[config.mk]
export PLATFORM = sky130hd
export DESIGN_NAME = crc_cpu_ctrl
export DESIGN_NICKNAME = d
export VERILOG_FILES = /design/src/crc_cpu_ctrl.v
export VERILOG_INCLUDE_DIRS = /design/src /design/src/shared
export SDC_FILE = /design/constraint.sdc
export NUM_CORES = 2
export LEC_CHECK = 0
export ABC_AREA = 1
export BUFFER_PORTS_ARGS = -buffer_cell sky130_fd_sc_hd__buf_2
export CORE_UTILIZATION = 64
export CTS_CLUSTER_DIAMETER = 30
export DETAILED_ROUTE_END_ITERATION = 8
export MAX_ROUTING_LAYER = met4
export PLACE_DENSITY = 0.81
export SLEW_MARGIN = 15
export SYNTH_ARGS = -nofsm -noshare
export SYNTH_HDL_FRONTEND = slang
export SYNTH_SLANG_ARGS = --single-unit
[constraint.sdc]
create_clock -name clk_in -period 86.4 [get_ports clk_in]
set_input_delay 8.64 -clock clk_in [delete_from_list [all_inputs] [get_ports clk_in]]
set_output_delay 8.64 -clock clk_in [all_outputs]
set_load 0.02 [all_outputs]
[src/shared/crc_defines.vh]
// Purpose: constants for the cpu reset, low-power and indexed access control
// Assumes: byte-wide register port with a 9-bit address
// Notes: addresses below 0x100 are the direct page
`ifndef CRC_DEFINES_VH
`define CRC_DEFINES_VH

`define CRC_ADDR_W 9
`define CRC_PC_W 14
`define CRC_PCH_W 6
`define CRC_PCL_W 8

// direct page locations
`define CRC_ADDR_WINDOW 9'h00E
`define CRC_ADDR_POINTER 9'h00F
`define CRC_IDX_POINTER 8'h0F
`define CRC_PAGE_TOP 9'h0FF

// control space above the direct page
`define CRC_ADDR_PC_LOW 9'h100
`define CRC_ADDR_PC_HIGH 9'h101
`define CRC_ADDR_SPC_LOW 9'h102
`define CRC_ADDR_SPC_HIGH 9'h103
`define CRC_ADDR_FLAGS 9'h104
`define CRC_ADDR_STATUS 9'h105
`define CRC_ADDR_COMMAND 9'h106
`define CRC_ADDR_SHIFT 9'h107

// flag register fields
`define CRC_FLAG_C 0
`define CRC_FLAG_Z 1

// status register fields
`define CRC_ST_STATE_LSB 0
`define CRC_ST_WAKE 3
`define CRC_ST_CAUSE_EXT 4
`define CRC_ST_CAUSE_INT 5
`define CRC_ST_DBG 6

// command codes
`define CRC_CMD_STEP 8'h01
`define CRC_CMD_WAIT 8'h02
`define CRC_CMD_STOP 8'h03
`define CRC_CMD_LSL 8'h04
`define CRC_CMD_ASL 8'h05

// core states
`define CRC_S_RUN 3'h0
`define CRC_S_EXEC 3'h1
`define CRC_S_WAIT 3'h2
`define CRC_S_STOP 3'h3
`define CRC_S_BGND 3'h4
`define CRC_S_RCLS 3'h5
`define CRC_S_RHOLD 3'h6

`define CRC_RESET_VECTOR 14'h3FFD
`define CRC_INSTR_CYCLES 3

`endif

[src/crc_cpu_ctrl.v]
// Purpose: reset sequence, low-power entry, background entry and indexed
//          access control of a small 8-bit core
// Assumes: all inputs synchronous to clk_in; reset events arrive as levels
// Notes: direct page is held here in flip-flops
//
// Contract
// [RULE_01] indexed address taken from live pointer byte
// [RULE_02] window access reaches page location at pointer
// [RULE_03] window usable as any short/direct operand
// [RULE_04] reset aborts running instruction at once
// [RULE_05] reset start classifies and records its cause
// [RULE_06] clocks stay stopped while reset source asserted
// [RULE_07] on release restart clocks, pc 3FFD, fetch
// [RULE_08] low debug pin at release enters background
// [RULE_09] debug request replaces next instruction with background
// [RULE_10] interrupts only wake, polled in run
// [RULE_11] wait/stop gate core clocks, suspend activity
// [RULE_12] low-power held until interrupt or reset
// [RULE_13] background halts user code, awaits host commands
// [RULE_14] arithmetic shift left equals logical shift left
// [RULE_15] pc is six-bit high, eight-bit low
// [RULE_16] shadow pc split six-bit high, eight-bit low
// [RULE_17] flags hold zero and carry, per-instruction effects
// [RULE_18] pointer zero-extended into 14-bit address
`include "crc_defines.vh"

module crc_cpu_ctrl #(
	parameter INSTR_CYCLES = `CRC_INSTR_CYCLES,
	parameter PAGE_DEPTH = 256
) (
	// clock and reset
	input wire clk_in,
	input wire reset_in,
	input wire clk_en_in,
	// register port
	input wire [`CRC_ADDR_W-1:0] addr_in,
	input wire [7:0] wr_data_in,
	input wire wr_in,
	input wire rd_in,
	output reg [7:0] rd_data_out,
	// reset sources
	input wire rst_ext_in,
	input wire rst_int_in,
	// wake and debug
	input wire wake_in,
	input wire debug_entry_pin_in,
	input wire dbg_req_in,
	input wire dbg_go_in,
	// core status
	output reg core_clk_en_out,
	output reg fetch_out,
	output reg bgnd_out,
	output reg [2:0] state_out,
	output reg [`CRC_PC_W-1:0] indexed_addr_out
);

	reg [7:0] page_reg [0:PAGE_DEPTH-1];
	reg [2:0] state_reg;
	reg [`CRC_PCH_W-1:0] pc_high_reg;
	reg [`CRC_PCL_W-1:0] pc_low_reg;
	reg [`CRC_PCH_W-1:0] shadow_pc_high_reg;
	reg [`CRC_PCL_W-1:0] shadow_pc_low_reg;
	reg [1:0] flag_register_reg;
	reg [1:0] cause_reg;
	reg wake_flag_reg;
	reg dbg_pend_reg;
	reg [7:0] cycle_reg;
	reg [7:0] shift_reg;
	reg [7:0] rd_next;
	integer i;

	wire rst_src = rst_ext_in | rst_int_in;
	wire in_reset = (state_reg == `CRC_S_RCLS) || (state_reg == `CRC_S_RHOLD);
	wire [7:0] pointer = page_reg[`CRC_IDX_POINTER];
	wire [`CRC_PC_W-1:0] pc_full = {pc_high_reg, pc_low_reg};
	wire [`CRC_PC_W-1:0] pc_inc = pc_full + 14'h0001;
	wire bus_wr = wr_in & ~in_reset;
	wire bus_rd = rd_in & ~in_reset;
	wire cmd_wr = bus_wr && (addr_in == `CRC_ADDR_COMMAND);

	// map a bus address onto a direct page index, window goes through pointer
	function [7:0] page_index;
		input [`CRC_ADDR_W-1:0] a;
		input [7:0] ptr;
		begin
			if (a == `CRC_ADDR_WINDOW) begin
				page_index = ptr; // RULE_02
			end else begin
				page_index = a[7:0];
			end
		end
	endfunction

	// one shared left shift: asl and lsl decode to this alone
	function [9:0] shift_left;
		input [7:0] v;
		reg [7:0] r;
		begin
			r = {v[6:0], 1'b0};
			shift_left = {(r == 8'h00), v[7], r};
		end
	endfunction

	wire [7:0] bus_idx = page_index(addr_in, pointer); // RULE_03
	wire [9:0] shift_res = shift_left(shift_reg);

	// read mux; window read returns the byte the pointer names now
	always @* begin
		rd_next = 8'h00;
		if (addr_in <= `CRC_PAGE_TOP) begin
			rd_next = page_reg[bus_idx]; // RULE_01
		end else begin
			case (addr_in)
				`CRC_ADDR_PC_LOW: rd_next = pc_low_reg;
				`CRC_ADDR_PC_HIGH: rd_next = {2'b00, pc_high_reg};
				`CRC_ADDR_SPC_LOW: rd_next = shadow_pc_low_reg;
				`CRC_ADDR_SPC_HIGH: rd_next = {2'b00, shadow_pc_high_reg};
				`CRC_ADDR_FLAGS: rd_next = {6'h00, flag_register_reg};
				`CRC_ADDR_STATUS: rd_next = {1'b0, dbg_pend_reg, cause_reg,
					wake_flag_reg, state_reg};
				`CRC_ADDR_SHIFT: rd_next = shift_reg;
				default: rd_next = 8'h00;
			endcase
		end
	end

	// register port and direct page storage
	always @(posedge clk_in or posedge reset_in) begin
		if (reset_in) begin
			rd_data_out <= 8'h00;
			for (i = 0; i < PAGE_DEPTH; i = i + 1) begin
				page_reg[i] <= 8'h00;
			end
		end else if (clk_en_in) begin
			rd_data_out <= bus_rd ? rd_next : 8'h00;
			if (bus_wr && (addr_in <= `CRC_PAGE_TOP)) begin
				page_reg[bus_idx] <= wr_data_in; // RULE_02
			end
		end
	end

	// pointer always read live, zero-extended into the direct page
	always @(posedge clk_in or posedge reset_in) begin
		if (reset_in) begin
			indexed_addr_out <= 14'h0000;
		end else if (clk_en_in) begin
			indexed_addr_out <= {6'h00, pointer}; // RULE_18 RULE_01
		end
	end

	// polled wake flag and pending debug request; set beats clear
	always @(posedge clk_in or posedge reset_in) begin
		if (reset_in) begin
			wake_flag_reg <= 1'b0;
			dbg_pend_reg <= 1'b0;
		end else if (clk_en_in) begin
			if (wake_in) begin
				wake_flag_reg <= 1'b1; // RULE_10
			end else if (bus_wr && (addr_in == `CRC_ADDR_STATUS) &&
				wr_data_in[`CRC_ST_WAKE]) begin
				wake_flag_reg <= 1'b0;
			end
			if (dbg_req_in) begin
				dbg_pend_reg <= 1'b1;
			end else if (state_reg == `CRC_S_BGND || in_reset) begin
				dbg_pend_reg <= 1'b0;
			end
		end
	end

	// flag register and shift operand
	always @(posedge clk_in or posedge reset_in) begin
		if (reset_in) begin
			flag_register_reg <= 2'b00;
			shift_reg <= 8'h00;
		end else if (clk_en_in && !in_reset) begin
			if (cmd_wr && state_reg == `CRC_S_RUN &&
				(wr_data_in == `CRC_CMD_LSL || wr_data_in == `CRC_CMD_ASL)) begin
				shift_reg <= shift_res[7:0]; // RULE_14
				flag_register_reg[`CRC_FLAG_C] <= shift_res[8]; // RULE_17
				flag_register_reg[`CRC_FLAG_Z] <= shift_res[9]; // RULE_17
			end else begin
				if (bus_wr && addr_in == `CRC_ADDR_FLAGS) begin
					flag_register_reg <= wr_data_in[1:0]; // RULE_17
				end
				if (bus_wr && addr_in == `CRC_ADDR_SHIFT) begin
					shift_reg <= wr_data_in;
				end
			end
		end
	end

	// core sequencer
	always @(posedge clk_in or posedge reset_in) begin
		if (reset_in) begin
			state_reg <= `CRC_S_RHOLD;
			pc_high_reg <= 6'h00;
			pc_low_reg <= 8'h00;
			shadow_pc_high_reg <= 6'h00;
			shadow_pc_low_reg <= 8'h00;
			cause_reg <= 2'b00;
			cycle_reg <= 8'h00;
			core_clk_en_out <= 1'b0;
			fetch_out <= 1'b0;
			bgnd_out <= 1'b0;
			state_out <= `CRC_S_RHOLD;
		end else if (clk_en_in) begin
			fetch_out <= 1'b0;
			if (rst_src && !in_reset) begin
				// instruction dropped mid-way, no remaining cycles run
				state_reg <= `CRC_S_RCLS; // RULE_04
				cycle_reg <= 8'h00;
				cause_reg <= {rst_int_in, rst_ext_in}; // RULE_05
				core_clk_en_out <= 1'b0;
				bgnd_out <= 1'b0;
				state_out <= `CRC_S_RCLS;
			end else begin
				case (state_reg)
					`CRC_S_RCLS: begin
						state_reg <= `CRC_S_RHOLD;
						state_out <= `CRC_S_RHOLD;
						core_clk_en_out <= 1'b0; // RULE_06
					end
					`CRC_S_RHOLD: begin
						if (!rst_src) begin
							{pc_high_reg, pc_low_reg} <= `CRC_RESET_VECTOR; // RULE_07
							core_clk_en_out <= 1'b1; // RULE_07
							if (!debug_entry_pin_in) begin
								state_reg <= `CRC_S_BGND; // RULE_08
								state_out <= `CRC_S_BGND;
								bgnd_out <= 1'b1;
								{shadow_pc_high_reg, shadow_pc_low_reg} <=
									`CRC_RESET_VECTOR;
							end else begin
								state_reg <= `CRC_S_RUN;
								state_out <= `CRC_S_RUN;
								fetch_out <= 1'b1; // RULE_07
							end
						end else begin
							core_clk_en_out <= 1'b0; // RULE_06
						end
					end
					`CRC_S_RUN: begin
						if (dbg_pend_reg) begin
							// taken in place of the next instruction
							state_reg <= `CRC_S_BGND; // RULE_09
							state_out <= `CRC_S_BGND;
							bgnd_out <= 1'b1;
							{shadow_pc_high_reg, shadow_pc_low_reg} <= pc_full; // RULE_16
						end else if (cmd_wr && wr_data_in == `CRC_CMD_STEP) begin
							state_reg <= `CRC_S_EXEC;
							state_out <= `CRC_S_EXEC;
							cycle_reg <= 8'h01;
						end else if (cmd_wr && (wr_data_in == `CRC_CMD_WAIT ||
							wr_data_in == `CRC_CMD_STOP)) begin
							state_reg <= (wr_data_in == `CRC_CMD_WAIT) ?
								`CRC_S_WAIT : `CRC_S_STOP; // RULE_11
							state_out <= (wr_data_in == `CRC_CMD_WAIT) ?
								`CRC_S_WAIT : `CRC_S_STOP;
							core_clk_en_out <= 1'b0; // RULE_11
							{pc_high_reg, pc_low_reg} <= pc_inc; // RULE_15
							{shadow_pc_high_reg, shadow_pc_low_reg} <= pc_inc; // RULE_16
						end
					end
					`CRC_S_EXEC: begin
						if (cycle_reg >= INSTR_CYCLES[7:0]) begin
							cycle_reg <= 8'h00;
							{pc_high_reg, pc_low_reg} <= pc_inc; // RULE_15
							state_reg <= `CRC_S_RUN;
							state_out <= `CRC_S_RUN;
							fetch_out <= ~dbg_pend_reg;
						end else begin
							cycle_reg <= cycle_reg + 8'h01;
						end
					end
					`CRC_S_WAIT, `CRC_S_STOP: begin
						// only a wake event or reset ends low power
						if (wake_in) begin
							state_reg <= `CRC_S_RUN; // RULE_12 RULE_10
							state_out <= `CRC_S_RUN;
							core_clk_en_out <= 1'b1;
							fetch_out <= 1'b1;
						end
					end
					`CRC_S_BGND: begin
						// user code halted; host steers pc then resumes
						if (dbg_go_in) begin
							state_reg <= `CRC_S_RUN; // RULE_13
							state_out <= `CRC_S_RUN;
							bgnd_out <= 1'b0;
							fetch_out <= 1'b1;
						end else if (bus_wr && addr_in == `CRC_ADDR_PC_LOW) begin
							pc_low_reg <= wr_data_in; // RULE_15
						end else if (bus_wr && addr_in == `CRC_ADDR_PC_HIGH) begin
							pc_high_reg <= wr_data_in[5:0]; // RULE_15
						end
					end
					default: begin
						state_reg <= `CRC_S_RHOLD;
						state_out <= `CRC_S_RHOLD;
						core_clk_en_out <= 1'b0;
					end
				endcase
			end
		end
	end

endmodule

==> metrics.txt <==
Detail Route Antenna Nets 0; Post-Layout Inst Area 0.115 mm^2; critical path endpoint rd_data_out[0]; power share of the clock group 58.7%; clk_skew 0.0877 ns; Reg2Reg Depth 20; P_int 2.30 mW; drt drc 12; Iter 0 DRT Violations 15074; CTS tree done; die width 396 um; initial antenna violation count 16; HPWL Detailed 182000 um; switching share of power 25.0%; Largest register FFs 2040; Combinational Power Share 7.4%; Post-DP Area 0.0993 mm^2; PnR Total Power 3.07 mW; Tcrit/Tclk final 17.3%; r2r endpoint rd_data_out[0]; Syn Inst Count 12795; post-CTS sizing 0; Cell variety after synth 47; CP startpoint addr_in[0]; Routed WL per cell 22.6 um; Synth-to-Final Area Change 16.3%; CTS Buf Count 442; Pwr Density 26.6 mW/mm^2; Fin Setup TNS 0 ns; clock buffer depth 4; final WL 336000 um; outcome finished with violations; vias in the first global route 92432; Worst Setup Start Kind input pin; Seq/Total Area, Yosys 53.5%; max-slew violations 0; Critical Path End Type flop; Fin. Hold Viols 0; global-route wire length before repair 526000 um; gpl congestion 0.964; CTS Hold Bufs 0; Max-Cap Viols 0; Tot GR Track Use 44.1%; Slew headroom 15.9%; syn_area_per_cell 7.75 um^2; worst hold path class reg2reg; Fmax achieved 66.7 MHz; worst path arrival time 15.85 ns; largest net degree at the start of global routing 180; leak pwr 54.0 nW; Clk Latency, worst-skew pair 1.01 ns; H-tree depth 5; global routing's busiest layer met2; clk sinks 2120; Critical Path RT 87.26 ns; Setup violations, final 0; worst r2r src pointer[0]; port buffer count 49; Rows 144; postcts setup bufs 0; DIE HEIGHT 396 um; clk slew on worst S/H paths 0.04 ns; Switch Pwr 768 uW; GR Util met1 55.4%; RSZ-0062 raised after global routing no; global route overflow 0; Post-Syn Area 0.0991 mm^2; met2 Use GR 61.8%; Worst-Margin Slew 1.26 ns; initial core utilization 64.4%; Hold Slack 0.478 ns; min cycle time layout 14.99 ns; Worst VDD drop 0.0000269 V; Via Count 95233; Reg2Reg Setup Slack 80.13 ns; floorplan core area 0.154 mm^2; DR pass1 iterations 9; violated checks DRC; Die Footprint 0.156 mm^2; grt met3 use 13.6%; Fill cells 10501; Setup Crit Path Kind in2reg; warnings from Yosys 0; CP max FO 179; Reg power frac 33.9%; count of boundary I/O pins 56; post-placement setup slack 70.80 ns; Final Net Count 12449; CTS Root Cell clkbuf_16; Synth Register Bits 2120; setup ws final 71.41 ns; share of post-route cells with drive strength above 1 8.28%; post-DR vias/cell 6.41
## synthesized netlist by cell type, drive strengths merged
cell	count	area (um^2)
a2111oi	1	8.76
a21oi	769	3850
a221oi	2	17.5
a22o	2	17.5
a22oi	2	15.0
a311oi	1	8.76
a31oi	4	31.3
and2	4	25.0
buf	220	1060
clkbuf	795	2980
clkinv	4	15.0
conb	1	3.75
dfrtp	2118	53000
dfstp	2	52.6
ha	2	25.0
inv	279	1050
nand2	4162	15600
nand3	196	986
nand4	49	307
nor2	1090	4150
nor3	36	265
nor4	6	43.8
o2111ai	1	8.76
o211ai	68	510
o21a	1	7.51
o21ai	2925	14700
o221ai	7	61.3
o22ai	17	106
o311ai	1	8.76
o31ai	1	7.51
o41ai	3	26.3
or2	16	100
xnor2	1	8.76
xor2	9	78.8
## layout by cell type (no fill, tap or decap), types with 52 or more instances in the layout
cell | netlist | routed
dfrtp_1 | 2118 | 2118
nand3_1 | 195 | 194
clkinvlp_4 | 0 | 52
buf_4 | 11 | 132
inv_1 | 262 | 253
a21oi_1 | 768 | 768
o21ai_0 | 2556 | 2556
o21ai_1 | 366 | 366
nor2_1 | 1074 | 1070
o211ai_1 | 68 | 68
clkbuf_16 | 0 | 447
clkinv_2 | 0 | 66
bufinv_16 | 0 | 81
nand2_1 | 4159 | 4158
## per-layer routing
metal  wire length [um]  vias to the layer above
met1             123000                    45444
met4              23200                        0
met3              44900                     1542
li1                   -                    41340
met5                  0                        -
met2             145000                     6907
## worst max-delay path, cell delays in order
cell and delay, ns:
buf_2 0.17, inv_8 0.65, nand3_1 0.21, nor2_2 0.31, nand3_4 0.61, nand2_8 0.65
buf_12 0.59, buf_4 0.66, buf_12 0.61, buf_4 0.62, nor2_1 0.07, o21ai_0 0.20
nand2_1 0.08, nand2_1 0.06, nand2_1 0.09, nor2_1 0.18, nor2_1 0.07, nor2_1 0.24
nand2_1 0.10, nand2_1 0.06, nand2_1 0.23, o21ai_1 0.21, nand2_1 0.07, nand2_1 0.06
## final cells by class
class                           instances  area, um^2  area share, %
Sequential cell                      2120       53100           46.0
Multi-Input combinational cell       9382       41200           35.7
Clock buffer                          532       12000           10.4
Clock inverter                        276        3880           3.37
Tap cell                             2044        2560           2.22
Timing Repair Buffer                  190        1410           1.22
Inverter                              283        1140          0.989
Antenna cell                           28        70.1         0.0608
## stage by stage
stage	instances	utilization (%)
global placement	14019	64.5
detailed placement	14019	64.5
floorplan	12800	-
finish	14855	74.9
global route	14847	74.9
CTS	14827	74.9
## how the worst min path moves through the flow
stage | start | to | depth (start not counted)
after floorplan | page_reg[1009] | page_reg[1009] | 2
after global placement | indexed_addr_out[6] | indexed_addr_out[6] | 2
after detailed placement | page_reg[560] | page_reg[560] | 2
after CTS | page_reg[560] | page_reg[560] | 2
after global routing | page_reg[266] | page_reg[266] | 2
final | page_reg[560] | page_reg[560] | 2
## power by group through the flow
stage	Sequential, mW	Combinational (mW)	Clock, mW
2_1_floorplan	1.06	0.142	0
3_3_place_gp	1.05	0.211	0
3_5_place_dp	1.05	0.215	0
4_1_cts	1.04	0.219	1.80
5_1_grt	1.04	0.246	1.85
6_report	1.04	0.228	1.80
## kinds of logic (layout without fill, tap and decap cells)
group | after synthesis | after routing | synth area share (%)
buffers and inverters | 1298 | 1281 | 5.15
xor gates and xnor gates | 10 | 10 | 0.0884
adders and majority gates | 2 | 2 | 0.0252
other | 1 | 34 | 0.00378
and+or+nand+nor | 5559 | 5559 | 21.7
DFF | 2120 | 2120 | 53.5
AOI/OAI and AO/OA | 3805 | 3805 | 19.5
Power figures use the tool's default switching activity.
